`src/bcc_pkg.sv`:
```
package bcc_pkg;

  // ==========================================================
  // widths and constants
  localparam int unsigned BCC_DW = 8;
  localparam int unsigned BCC_AW = 8;
  localparam logic [3:0] BCC_NIB_MAX = 4'h9;
  localparam logic [3:0] BCC_NIB_ADJ = 4'h6;
  localparam logic [7:0] BCC_BYTE_ZERO = 8'h00;
  localparam logic [7:0] BCC_BYTE_ONE = 8'h01;
  localparam logic [15:0] BCC_WDOG_ZERO = 16'h0000;

  // ==========================================================
  // APB register map (byte addresses)
  localparam logic [11:0] BCC_OFS_CMD = 12'h000;
  localparam logic [11:0] BCC_OFS_OPER = 12'h004;
  localparam logic [11:0] BCC_OFS_WREG = 12'h008;
  localparam logic [11:0] BCC_OFS_STAT = 12'h00C;
  localparam logic [11:0] BCC_OFS_MDAT = 12'h010;

  // status register field positions
  localparam int unsigned BCC_ST_Z = 0;
  localparam int unsigned BCC_ST_C = 1;
  localparam int unsigned BCC_ST_AUX = 2;
  localparam int unsigned BCC_ST_TMO = 3;
  localparam int unsigned BCC_ST_PDN = 4;
  localparam int unsigned BCC_ST_BUSY = 5;

  // command register layout: op in [2:0], bit index in [6:4]
  localparam int unsigned BCC_CMD_OP_LSB = 0;
  localparam int unsigned BCC_CMD_BIT_LSB = 4;

  // ==========================================================
  // operations
  typedef enum logic [2:0] {
    BCC_OP_NONE = 3'h0,
    BCC_OP_BIT_CLR = 3'h1,
    BCC_OP_WDOG_CLR = 3'h2,
    BCC_OP_INV_MEM = 3'h3,
    BCC_OP_INV_REG = 3'h4,
    BCC_OP_DEC_ADJ = 3'h5
  } bcc_op_e;

  // status flags travel together
  typedef struct packed {
    logic pdn;
    logic tmo;
    logic aux;
    logic c;
    logic z;
  } bcc_flags_s;

  // datapath result from the alu module
  typedef struct packed {
    logic [7:0] mem_data;
    logic mem_we;
    logic [7:0] wreg;
    logic wreg_we;
    bcc_flags_s flags;
    logic wdog_clr;
  } bcc_res_s;

endpackage
```
`src/bcc_alu.sv`:
```
`timescale 1ns/1ps
`default_nettype none

module bcc_alu
  import bcc_pkg::*;
(
  input wire bcc_op_e op,
  input wire logic [2:0] bit_sel,
  input wire logic [7:0] mem_in,
  input wire logic [7:0] wreg_in,
  input wire bcc_flags_s flags_in,
  output bcc_res_s res
);

  // ==========================================================
  // combinational execute stage
  logic [7:0] lo_sum;
  logic [8:0] hi_sum;
  logic [7:0] inv_val;

  always_comb begin
    lo_sum = {4'h0, wreg_in[3:0]};
    hi_sum = {1'b0, wreg_in};
    inv_val = ~mem_in;
    res = '0;
    res.wreg = wreg_in;
    res.mem_data = mem_in;
    res.flags = flags_in;
    case (op)
      BCC_OP_BIT_CLR: begin
        // only the chosen bit drops; flags untouched
        res.mem_data = mem_in & ~(BCC_BYTE_ONE << bit_sel);
        res.mem_we = 1'b1;
      end
      BCC_OP_WDOG_CLR: begin
        res.wdog_clr = 1'b1;
        res.flags.tmo = 1'b0;
        res.flags.pdn = 1'b0;
      end
      BCC_OP_INV_MEM: begin
        res.mem_data = inv_val;
        res.mem_we = 1'b1;
        res.flags.z = (inv_val == BCC_BYTE_ZERO);
      end
      BCC_OP_INV_REG: begin
        res.wreg = inv_val;
        res.wreg_we = 1'b1;
        res.mem_we = 1'b0; // memory kept as is
        res.flags.z = (inv_val == BCC_BYTE_ZERO);
      end
      BCC_OP_DEC_ADJ: begin
        // low nibble first, its carry rolls into the high nibble
        if ((wreg_in[3:0] > BCC_NIB_MAX) || flags_in.aux) begin
          lo_sum = {4'h0, wreg_in[3:0]} + {4'h0, BCC_NIB_ADJ};
        end
        hi_sum = {1'b0, wreg_in[7:4], 4'h0} + {1'b0, lo_sum};
        if ((hi_sum[7:4] > BCC_NIB_MAX) || flags_in.c) begin
          hi_sum = hi_sum + {1'b0, BCC_NIB_ADJ, 4'h0};
        end
        res.mem_data = hi_sum[7:0];
        res.mem_we = 1'b1; // working register untouched
        // carry may only rise, keeps multi-byte sums going
        res.flags.c = flags_in.c | hi_sum[8];
      end
      default: begin
        res.mem_we = 1'b0;
      end
    endcase
  end

endmodule

`default_nettype wire

```
`src/bcc_core.sv`:
```
// Overview of operation
// - bit clear forces one chosen data byte bit to 0, others kept.
// - watchdog clear resets counter, timeout and power-down flags only.
// - in-place complement inverts the byte, writes it back, updates zero.
// - complement-to-register puts inverted byte in working register, updates zero.
// - complement-to-register never writes the data byte.
// - decimal adjust writes its result to the data byte, not register.
// - decimal adjust turns a binary sum of BCD operands into BCD.
// - low nibble gets plus six when above nine or aux carry set.
// - high nibble gets plus six when above nine or carry set.
// - decimal adjust changes only the carry flag, reporting overflow.
`timescale 1ns/1ps
`default_nettype none

module bcc_core
  import bcc_pkg::*;
#(
  parameter int unsigned WDOG_W = 16
)
(
  input wire logic pclk,
  input wire logic presetn,
  input wire logic psel,
  input wire logic penable,
  input wire logic pwrite,
  input wire logic [11:0] paddr,
  input wire logic [31:0] pwdata,
  input wire logic [3:0] pstrb,
  output logic [31:0] prdata,
  output logic pready,
  output logic pslverr,
  output logic [WDOG_W-1:0] watchdog_counter,
  output logic timeout_flag,
  output logic power_down_flag
);

  // ==========================================================
  // state registers
  logic [7:0] wreg_reg, wreg_next;
  logic [7:0] mdat_reg, mdat_next;
  bcc_flags_s flg_reg, flg_next;
  logic [2:0] bsel_reg, bsel_next;
  logic [WDOG_W-1:0] wdog_reg, wdog_next;
  logic [31:0] rd_reg, rd_next;
  logic rdy_reg, rdy_next;
  logic err_reg, err_next;
  bcc_op_e op_reg, op_next;

  typedef enum logic [1:0] {
    BCC_ST_IDLE = 2'b01,
    BCC_ST_EXEC = 2'b10
  } bcc_state_e;
  bcc_state_e st_reg, st_next;

  bcc_res_s alu_res;
  logic wr_take, rd_take, hit;
  logic [2:0] cmd_op;

  // ==========================================================
  // execute datapath
  bcc_alu u_alu (
    .op(op_reg),
    .bit_sel(bsel_reg),
    .mem_in(mdat_reg),
    .wreg_in(wreg_reg),
    .flags_in(flg_reg),
    .res(alu_res)
  );

  // apb phase decode; access completes in the second cycle
  assign wr_take = psel && penable && pwrite && !rdy_reg;
  assign rd_take = psel && penable && !pwrite && !rdy_reg;
  assign hit = (paddr == BCC_OFS_CMD) || (paddr == BCC_OFS_OPER)
    || (paddr == BCC_OFS_WREG) || (paddr == BCC_OFS_STAT)
    || (paddr == BCC_OFS_MDAT);
  assign cmd_op = pwdata[BCC_CMD_OP_LSB +: 3];

  // ==========================================================
  // next state: bus writes, then execution results
  always_comb begin
    wreg_next = wreg_reg;
    mdat_next = mdat_reg;
    flg_next = flg_reg;
    bsel_next = bsel_reg;
    op_next = op_reg;
    st_next = st_reg;
    // free-running watchdog; overflow raises the timeout flag
    wdog_next = wdog_reg + {{(WDOG_W-1){1'b0}}, 1'b1};
    rdy_next = 1'b0;
    err_next = 1'b0;
    rd_next = rd_reg;
    if (psel && penable && !rdy_reg) begin
      rdy_next = 1'b1;
      err_next = !hit;
    end
    // command writes while an op runs are dropped and op results override bus writes; execution is one cycle
    if (wr_take && pstrb[0]) begin
      case (paddr)
        BCC_OFS_OPER: mdat_next = pwdata[7:0];
        BCC_OFS_WREG: wreg_next = pwdata[7:0];
        BCC_OFS_STAT: flg_next = pwdata[4:0];
        BCC_OFS_MDAT: mdat_next = pwdata[7:0];
        BCC_OFS_CMD: begin
          if (st_reg == BCC_ST_IDLE) begin
            op_next = bcc_op_e'(cmd_op);
            bsel_next = pwdata[BCC_CMD_BIT_LSB +: 3];
            st_next = BCC_ST_EXEC;
          end
        end
        default: begin
          err_next = 1'b1;
        end
      endcase
    end
    // overflow after the bus write so a status write cannot hide it
    if (&wdog_reg) begin
      flg_next.tmo = 1'b1;
    end
    if (rd_take) begin
      case (paddr)
        BCC_OFS_CMD: rd_next = {25'h0, bsel_reg, 1'b0, op_reg};
        BCC_OFS_OPER: rd_next = {24'h0, mdat_reg};
        BCC_OFS_WREG: rd_next = {24'h0, wreg_reg};
        BCC_OFS_STAT: rd_next = {26'h0, st_reg == BCC_ST_EXEC, flg_reg};
        BCC_OFS_MDAT: rd_next = {24'h0, mdat_reg};
        default: rd_next = 32'h0000_0000;
      endcase
    end
    case (st_reg)
      BCC_ST_IDLE: begin
        st_next = st_next;
      end
      BCC_ST_EXEC: begin
        // commit alu result; only written targets change
        if (alu_res.mem_we) begin
          mdat_next = alu_res.mem_data;
        end
        if (alu_res.wreg_we) begin
          wreg_next = alu_res.wreg;
        end
        flg_next.z = alu_res.flags.z;
        flg_next.c = alu_res.flags.c;
        flg_next.aux = alu_res.flags.aux;
        // the cleared counter cannot overflow, so clear wins here
        if (alu_res.wdog_clr) begin
          wdog_next = BCC_WDOG_ZERO[WDOG_W-1:0];
          flg_next.tmo = 1'b0;
          flg_next.pdn = 1'b0;
        end
        op_next = BCC_OP_NONE;
        st_next = BCC_ST_IDLE;
      end
      default: begin
        st_next = BCC_ST_IDLE;
      end
    endcase
  end

  // ==========================================================
  // registers
  always_ff @(posedge pclk or negedge presetn) begin
    if (!presetn) begin
      wreg_reg <= '0;
      mdat_reg <= '0;
      flg_reg <= '0;
      bsel_reg <= '0;
      wdog_reg <= '0;
      rd_reg <= '0;
      rdy_reg <= 1'b0;
      err_reg <= 1'b0;
      op_reg <= BCC_OP_NONE;
      st_reg <= BCC_ST_IDLE;
    end else begin
      wreg_reg <= wreg_next;
      mdat_reg <= mdat_next;
      flg_reg <= flg_next;
      bsel_reg <= bsel_next;
      wdog_reg <= wdog_next;
      rd_reg <= rd_next;
      rdy_reg <= rdy_next;
      err_reg <= err_next;
      op_reg <= op_next;
      st_reg <= st_next;
    end
  end

  // outputs straight from flops
  assign prdata = rd_reg;
  assign pready = rdy_reg;
  assign pslverr = err_reg;
  assign watchdog_counter = wdog_reg;
  assign timeout_flag = flg_reg.tmo;
  assign power_down_flag = flg_reg.pdn;

endmodule

`default_nettype wire

```
`config.mk`:
```
export PLATFORM = sky130hd
export DESIGN_NAME = bcc_core
export DESIGN_NICKNAME = d
export VERILOG_FILES = /design/src/bcc_pkg.sv /design/src/bcc_alu.sv /design/src/bcc_core.sv
export SDC_FILE = /design/constraint.sdc
export NUM_CORES = 1
export LEC_CHECK = 0
export BUFFER_PORTS_ARGS = -buffer_cell sky130_fd_sc_hd__buf_2
export CORE_MARGIN = 4
export CORE_UTILIZATION = 57
export DETAILED_ROUTE_END_ITERATION = 10
export GPL_ROUTABILITY_DRIVEN = 0
export PLACE_DENSITY_LB_ADDON = 0.1
export SYNTH_ARGS = -nofsm -noshare
export SYNTH_HDL_FRONTEND = slang
export SYNTH_SLANG_ARGS = --single-unit
```
`constraint.sdc`:
```
create_clock -name pclk -period 4.4 [get_ports pclk]
set_clock_uncertainty 0.15 [all_clocks]
set_input_delay 1.32 -clock pclk [delete_from_list [all_inputs] [get_ports pclk]]
set_output_delay 1.32 -clock pclk [all_outputs]
set_load 0.005 [all_outputs]
```
==> results of run 1 <==
## worst max-delay path: cells and delay by family
| kind | cells | cell delay, ns |
|---|---|---|
| buf+inv | 1 | 0.11 |
| simple gates | 3 | 1.33 |
| mux | 2 | 0.35 |
## cell usage after synthesis (all sizes together) (2+ instances only)
master  number  area share
dfrtp       54        0.37
nand4b       2      0.0048
a221o        4       0.011
a211o        2      0.0048
and3b        3      0.0073
and3         6       0.010
xnor2        4      0.0097
inv         12       0.012
nor2b        2      0.0035
nand2b       9       0.016
mux2        11       0.034
and4         3      0.0073
o31ai        2      0.0042
nand3       15       0.022
a21oi       18       0.025
mux2i       29       0.080
a31oi        8       0.014
ha           7       0.024
nand3b       3      0.0062
o21a         3      0.0062
o21ai       18       0.025
xor2        13       0.031
clkbuf      17       0.018
o311ai       2      0.0048
nor2        32       0.033
nor3         5      0.0069
nor3b        9       0.019
buf         30       0.057
nor4bb       2      0.0055
o211ai       4      0.0083
a22oi        8       0.017
nand4        6       0.012
nand2       29       0.031
nor4         4       0.017
## area by class of cell
cell class                      instances  area [µm²]
Fill cell                             529        2100
Sequential cell                        55        1380
Multi-Input combinational cell        300        2020
Clock buffer                            5        68.8
Inverter                               12        45.0
Tap cell                               75        93.8
Timing Repair Buffer                   56         288
Clock inverter                          3        28.8
## metrics by stage
step | hold slack, ns | setup WS [ns] | utilization | cell area (µm²) | std cells
floorplan | 0.313 | 1.50 | - | 3700 | 414
global placement | 0.296 | 1.05 | 0.635 | 3820 | 498
detailed placement | 0.308 | 0.986 | 0.635 | 3820 | 498
CTS | 0.333 | 1.33 | 0.651 | 3920 | 506
global route | 0.364 | 1.24 | 0.651 | 3920 | 506
finish | 0.328 | 1.32 | 0.651 | 3920 | 506
## how the worst max path moves through the flow
| stage | from | endpoint | cells after the start |
|---|---|---|---|
| floorplan | paddr[9] | wreg_reg[6]$_DFFE_PN0P_ | 6 |
| global placement | paddr[9] | wreg_reg[5]$_DFFE_PN0P_ | 6 |
| detailed placement | paddr[9] | wreg_reg[2]$_DFFE_PN0P_ | 6 |
| CTS | paddr[9] | wreg_reg[3]$_DFFE_PN0P_ | 6 |
| global route | paddr[9] | wreg_reg[3]$_DFFE_PN0P_ | 6 |
| finish | paddr[9] | wreg_reg[3]$_DFFE_PN0P_ | 6 |
## layer usage
layer,GRT usage,routed length (µm),up-vias
li1,-,-,1434
met1,0.328,3790,1463
met2,0.380,3960,129
met3,0.0423,702,20
met4,0.0642,140,0
met5,0,0,-
## cells by family after synthesis
logic type / count (synthesis) / synth area share
AOI/OAI and AO/OA: 78 / 0.141
xor gates and xnor gates: 17 / 0.0412
DFF: 55 / 0.381
other: 1 / 0.00104
adders and majority gates: 7 / 0.0242
and+or+nand+nor: 134 / 0.209
buffers and inverters: 59 / 0.0875
muxes: 40 / 0.115
## power groups by stage
stage / logic, mW / registers [mW] / clock network, mW
2_1_floorplan: 0.0423 / 0.517 / 0
3_3_place_gp: 0.0576 / 0.517 / 0
3_5_place_dp: 0.0591 / 0.517 / 0
4_1_cts: 0.0593 / 0.507 / 0.309
5_1_grt: 0.0680 / 0.507 / 0.332
6_report: 0.0596 / 0.507 / 0.304
==> key figures, run 1 <==
Routing
  – Vias: roughly 3000
  – Final antenna-violating net count: 0
  – Drt drc: 0
  – WL/cell: ~17 µm
  – Initial DRT Pass Iterations: 5
  – Final wirelength: 8.59 mm
  – Initial drt markers: between 300 and 400
  – Vias/cell: between 6 and 7

Clock tree
  – H-Tree Depth: 2
  – TritonCTS clock tree: done
  – Clk buf depth: 2
  – # hold bufs at CTS: 0
  – Clock tree sinks: 55
  – Clk Latency, worst-skew pair: about 0.32 ns
  – Num CTS Buffers: 5
  – # resized after CTS: 0
  – Clk pin slew, worst setup/hold paths: about 0.11 ns
  – Total setup buffers inserted after CTS: 0
  – CTS root buf: clkbuf_8

Power
  – Sw Share: 0.261
  – Total power draw: 0.871 mW
  – Combinational fraction of design power: 0.068
  – Lkg Pwr: about 2 nW
  – Clock group share of total power: 0.349
  – Peak VDD IR: approximately 150 µV
  – Sequential share of power: 0.582
  – Switching Power: 0.227 mW
  – Pwr/cell area: roughly 220 mW/mm²
  – Internal power: roughly 0.64 mW

Yosys
  – Syn avg cell area: ~9.2 µm²
  – EDFF count, synth: 0
  – Mapped Cells: 391
  – Fraction of registers with async set/reset: 1.00
  – Seq/Total Area, Yosys: 0.381
  – Synth warnings: 0
  – Yosys reg bits: 55
  – Synth cell types: 56
  – Most used DFF post-synth: dfrtp_1
  – Synthesized cell area: about 0.0036 mm²

Timing
  – Setup TNS Final: 0 ns
  – Final setup viols: 0
  – Slew margin rel.: 0.396
  – Period Utilization, post-route: 0.699
  – RSZ-0062 raised after global routing: false
  – Fmax achieved: 325 MHz
  – Worst Tran Pin Value: between 0.9 and 1 ns
  – Final Hold Fails: 0
  – Tmin final: about 3.1 ns
  – Final max-slew violation count: 0

Final layout
  – Layout cell share with drive strength beyond 1: 0.197
  – Commonest non-fill, non-tap cell in the layout: dfrtp_1
  – P&R area growth vs syn: 8.48%
  – Final Net Count: between 400 and 500
  – Most frequent cells in the layout: 54 x dfrtp_1, 53 x buf_2, 32 x nor2_1
  – Ant. Diodes: 0
  – Max reg flops: 16

Min path
  – Hold Path Origin: prdata[6]$_DFFE_PN0P_
  – Hold Crit Class: register to register
  – Worst Hold End: prdata[6]$_DFFE_PN0P_
  – Hold path cells: 2

Worst setup path
  – Flop2flop setup slack: ~1.7 ns
  – WS Path Type: input port to register
  – Reg2reg start: wreg_reg[1]$_DFFE_PN0P_
  – CP arrival: ~3.1 ns
  – Critical Path Slowest Stage Cell: or4_1
  – Crit-path max cell delay: 0.86 ns
  – Reg-to-reg endpoint: mdat_reg[6]$_DFFE_PN0P_
  – Critical path startpoint category: input port
  – Crit-path cells: buf_2 > nor4_4 > nand2_2 > or4_1 > mux2i_1 > mux2i_1
  – Worst Path Required: 4.45 ns
  – Crit path max fanout: 8
  – Most common cell on crit path: mux2i_1
  – Worst setup EP type: register
  – Reg2reg path depth: 9

Outcome
  – Status: finished clean

GRT
  – Vias in the first global route: between 2000 and 3000
  – Gr usage total: 0.236
  – First-pass GRT wire length: 14.4 mm
  – Initial antenna violation count: 0
  – Grt ovf: 0
  – Largest net degree at the start of global routing: a little over 40

Floorplanning
  – Rows: 28
  – Initial core utilization: 0.600
  – Die Height: 87.6 µm
  – Width of the die: about 88 µm
  – Core area: 0.00603 mm²
  – Die area: just under 0.008 mm²
  – Io pins: 105

Flow run
  – Max cap viols: 0

Placed design
  – Count of input and output buffers: 53
  – Detailed placement HPWL: between 6 and 7 mm
Power figures use the tool's default switching activity.
==> run 2, diff against run 1 <==
ABC_AREA = 1   (was default)
CORE_UTILIZATION = 48   (was 57)
clock period = 2.65 ns   (was 4.4 ns; I/O delays follow)
==> key figures, run 2 <==
Worst setup path
  – Worst Path Required: 2.72 ns (-1.73 ns)
  – WS Path Type: register to register
  – CP arrival: 2.38 ns (-0.74 ns)
  – Critical path startpoint category: register
  – Reg2reg path depth: 15 (+6)
  – Crit path max fanout: 5 (-3)
  – Flop2flop setup slack: 0.34 ns (-1.37 ns)
  – Worst setup EP type: register

Final layout
  – Multi-input logic area: 0.00202 mm² (about the same)
  – Max reg flops: 16 (unchanged)
  – Fill count: 770 (+46%)
  – Fin cells: 696 (+38%)
  – Layout cell share with drive strength beyond 1: 0.168 (-0.0289)
  – Register area: 0.00138 mm² (unchanged)
  – Ant. Diodes: 0 (unchanged)
  – Final Util: 0.548 (-0.103)
  – Final Net Count: 653 (+33%)
  – Final instance area: 0.00423 mm² (+7.9%)
  – Commonest non-fill, non-tap cell in the layout: nand2_1
  – P&R area growth vs syn: 10.5%
  – Most frequent cells in the layout: 153 x nand2_1, 64 x inv_1, 64 x nand3_1

Timing
  – Setup TNS Final: 0 ns (unchanged)
  – Final setup viols: 0 (unchanged)
  – Worst Tran Pin Value: 0.570 ns (-0.336 ns)
  – Final max-slew violation count: 0 (unchanged)
  – Slew margin rel.: 0.620 (+0.224)
  – Tmin final: around 2.3 ns
  – Final Hold Fails: 0 (unchanged)
  – Worst hold slack: 0.315 ns (-0.0130 ns)
  – Setup WS post-layout: 0.337 ns (-0.988 ns)
  – RSZ-0062 raised after global routing: false
  – Period Utilization, post-route: 0.873
  – Fmax achieved: about 430 MHz

Min path
  – Hold Crit Class: input port to asynchronous set/reset pin

GRT
  – Gr usage total: 0.207 (-0.0291)
  – Largest net degree at the start of global routing: 27 (-34%)
  – First-pass GRT wire length: 16.4 mm (+14%)
  – Initial antenna violation count: 0 (unchanged)
  – Grt ovf: 0 (unchanged)
  – Vias in the first global route: 3435 (+17%)

Routing
  – WL/cell: 13.8 µm (-19%)
  – Initial DRT Pass Iterations: 5 (unchanged)
  – Vias/cell: 5.18 (-14%)
  – Initial drt markers: 302 (-2.3%)
  – Drt drc: 0 (unchanged)
  – Final antenna-violating net count: 0 (unchanged)
  – Vias: 3608 (+18%)
  – Final wirelength: 9.59 mm (+12%)

Yosys
  – Synthesized cell area: 0.00383 mm² (+6.0%)
  – Syn avg cell area: 7.16 µm² (-23%)
  – Synth cell count leaders: 153 x nand2_1, 64 x inv_1, 64 x nand3_1, 54 x dfrtp_1, 36 x nor2_1
  – Yosys reg bits: 55 (unchanged)
  – Yosys top cell area share: 0.353 (-0.0210)
  – Yosys top cell by area: dfrtp_1
  – EDFF count, synth: 0 (unchanged)
  – Mapped Cells: 535 (+37%)
  – Seq/Total Area, Yosys: 0.360 (-0.0214)
  – Synth warnings: 0 (unchanged)
  – Top-count cell post-synth: nand2_1
  – Top cells by area, synth: dfrtp_1 35%, nand2_1 15%, nand3_1 8.4%, inv_1 6.3%, buf_4 5.3%
  – Fraction of registers with async set/reset: 1.00 (unchanged)
  – Most used DFF post-synth: dfrtp_1
  – Synth cell types: 42 (-25%)

Clock tree
  – CTS root buf: clkbuf_8
  – # hold bufs at CTS: 0 (unchanged)
  – # resized after CTS: 0 (unchanged)
  – H-Tree Depth: 2 (unchanged)
  – Total setup buffers inserted after CTS: 0 (unchanged)
  – Clk pin slew, worst setup/hold paths: 0.10 ns (about the same)
  – Num CTS Buffers: 5 (unchanged)
  – TritonCTS clock tree: done
  – Clk buf depth: 2 (unchanged)
  – Clk Latency, worst-skew pair: 0.31 ns (about the same)
  – Clock tree sinks: 55 (unchanged)

Placed design
  – Dpl cell area: 0.00411 mm² (+7.6%)
  – Dpl cells: 688 (+38%)
  – DP Worst Slack: 0.330 ns (-0.655 ns)
  – Detailed placement HPWL: 7.49 mm (+21%)
  – Count of input and output buffers: 53 (unchanged)

Floorplanning
  – Initial core utilization: 0.496 (-0.104)
  – Die Height: 97.3 µm (+11%)
  – Rows: 32 (+14%)
  – Io pins: 105 (unchanged)
  – Width of the die: 97.3 µm (+11%)
  – Core area: 0.00773 mm² (+28%)
  – Die area: 0.00948 mm² (+23%)

Flow run
  – Max cap viols: 0 (unchanged)

Power
  – Total power draw: 1.53 mW (+75%)
  – Peak VDD IR: 231 µV (+52%)
  – Pwr/cell area: 360 mW/mm² (+62%)
  – Lkg Pwr: 2.31 nW (+19%)

Outcome
  – Status: finished clean
==> run 2: path summary, 6_finish.rpt <==
| kind | startpoint | to |
|---|---|---|
| min reg2reg | st_reg[0]$_DFFE_PN1P_ | st_reg[0]$_DFFE_PN1P_ |
| max in group asynchronous | presetn | mdat_reg[3]$_DFFE_PN0P_ |
| max reg2reg | wreg_reg[2]$_DFFE_PN0P_ | mdat_reg[7]$_DFFE_PN0P_ |
| max | wreg_reg[2]$_DFFE_PN0P_ | mdat_reg[7]$_DFFE_PN0P_ |
| min | presetn | st_reg[1]$_DFFE_PN0P_ |
| min in group pclk | st_reg[0]$_DFFE_PN1P_ | st_reg[0]$_DFFE_PN1P_ |
==> run 2: logic make-up after synthesis <==
group | count (synthesis) | synth area share
XOR/XNOR | 5 | 0.0114
other | 1 | 0.000979
AND/OR/NAND/NOR | 313 | 0.395
flip-flops | 55 | 0.360
AO/OA/AOI/OAI | 51 | 0.0748
adder cells (fa/ha/maj) | 7 | 0.0229
buffers and inverters | 103 | 0.135
==> run 2: cell type report <==
| class | instances | area share |
|---|---|---|
| multi-input combinational | 400 | 0.478 |
| sequential | 55 | 0.326 |
| timing repair buffer | 60 | 0.0751 |
| inverter | 71 | 0.0636 |
| tap | 102 | 0.0302 |
| clock buffer | 6 | 0.0195 |
| clock inverter | 2 | 0.00828 |
==> run 2: worst max-delay path: stages (launching register included) <==
cell	delay (ns)
dfrtp_1	0.46
o21ai_0	0.23
inv_1	0.07
ha_1	0.23
ha_1	0.23
nand2_1	0.07
nand2_1	0.09
ha_1	0.24
inv_1	0.06
nand3_1	0.07
nand2_1	0.06
nand2_1	0.05
nand3_1	0.07
nand2_1	0.05
nand2_1	0.06
inv_1	0.03
==> run 2: per-layer routing <==
metal | track usage | vias to the layer above | part of all wire
li1 | - | 1804 | -
met1 | 0.281 | 1651 | 0.45
met2 | 0.347 | 138 | 0.47
met3 | 0.0287 | 15 | 0.063
met4 | 0.0564 | 0 | 0.015
met5 | 0 | - | 0
==> run 2: where the power goes <==
part	internal (mW)	switching, mW
registers	0.841	0.00107
logic	0.0264	0.0683
clock network	0.306	0.282
total	1.17	0.352
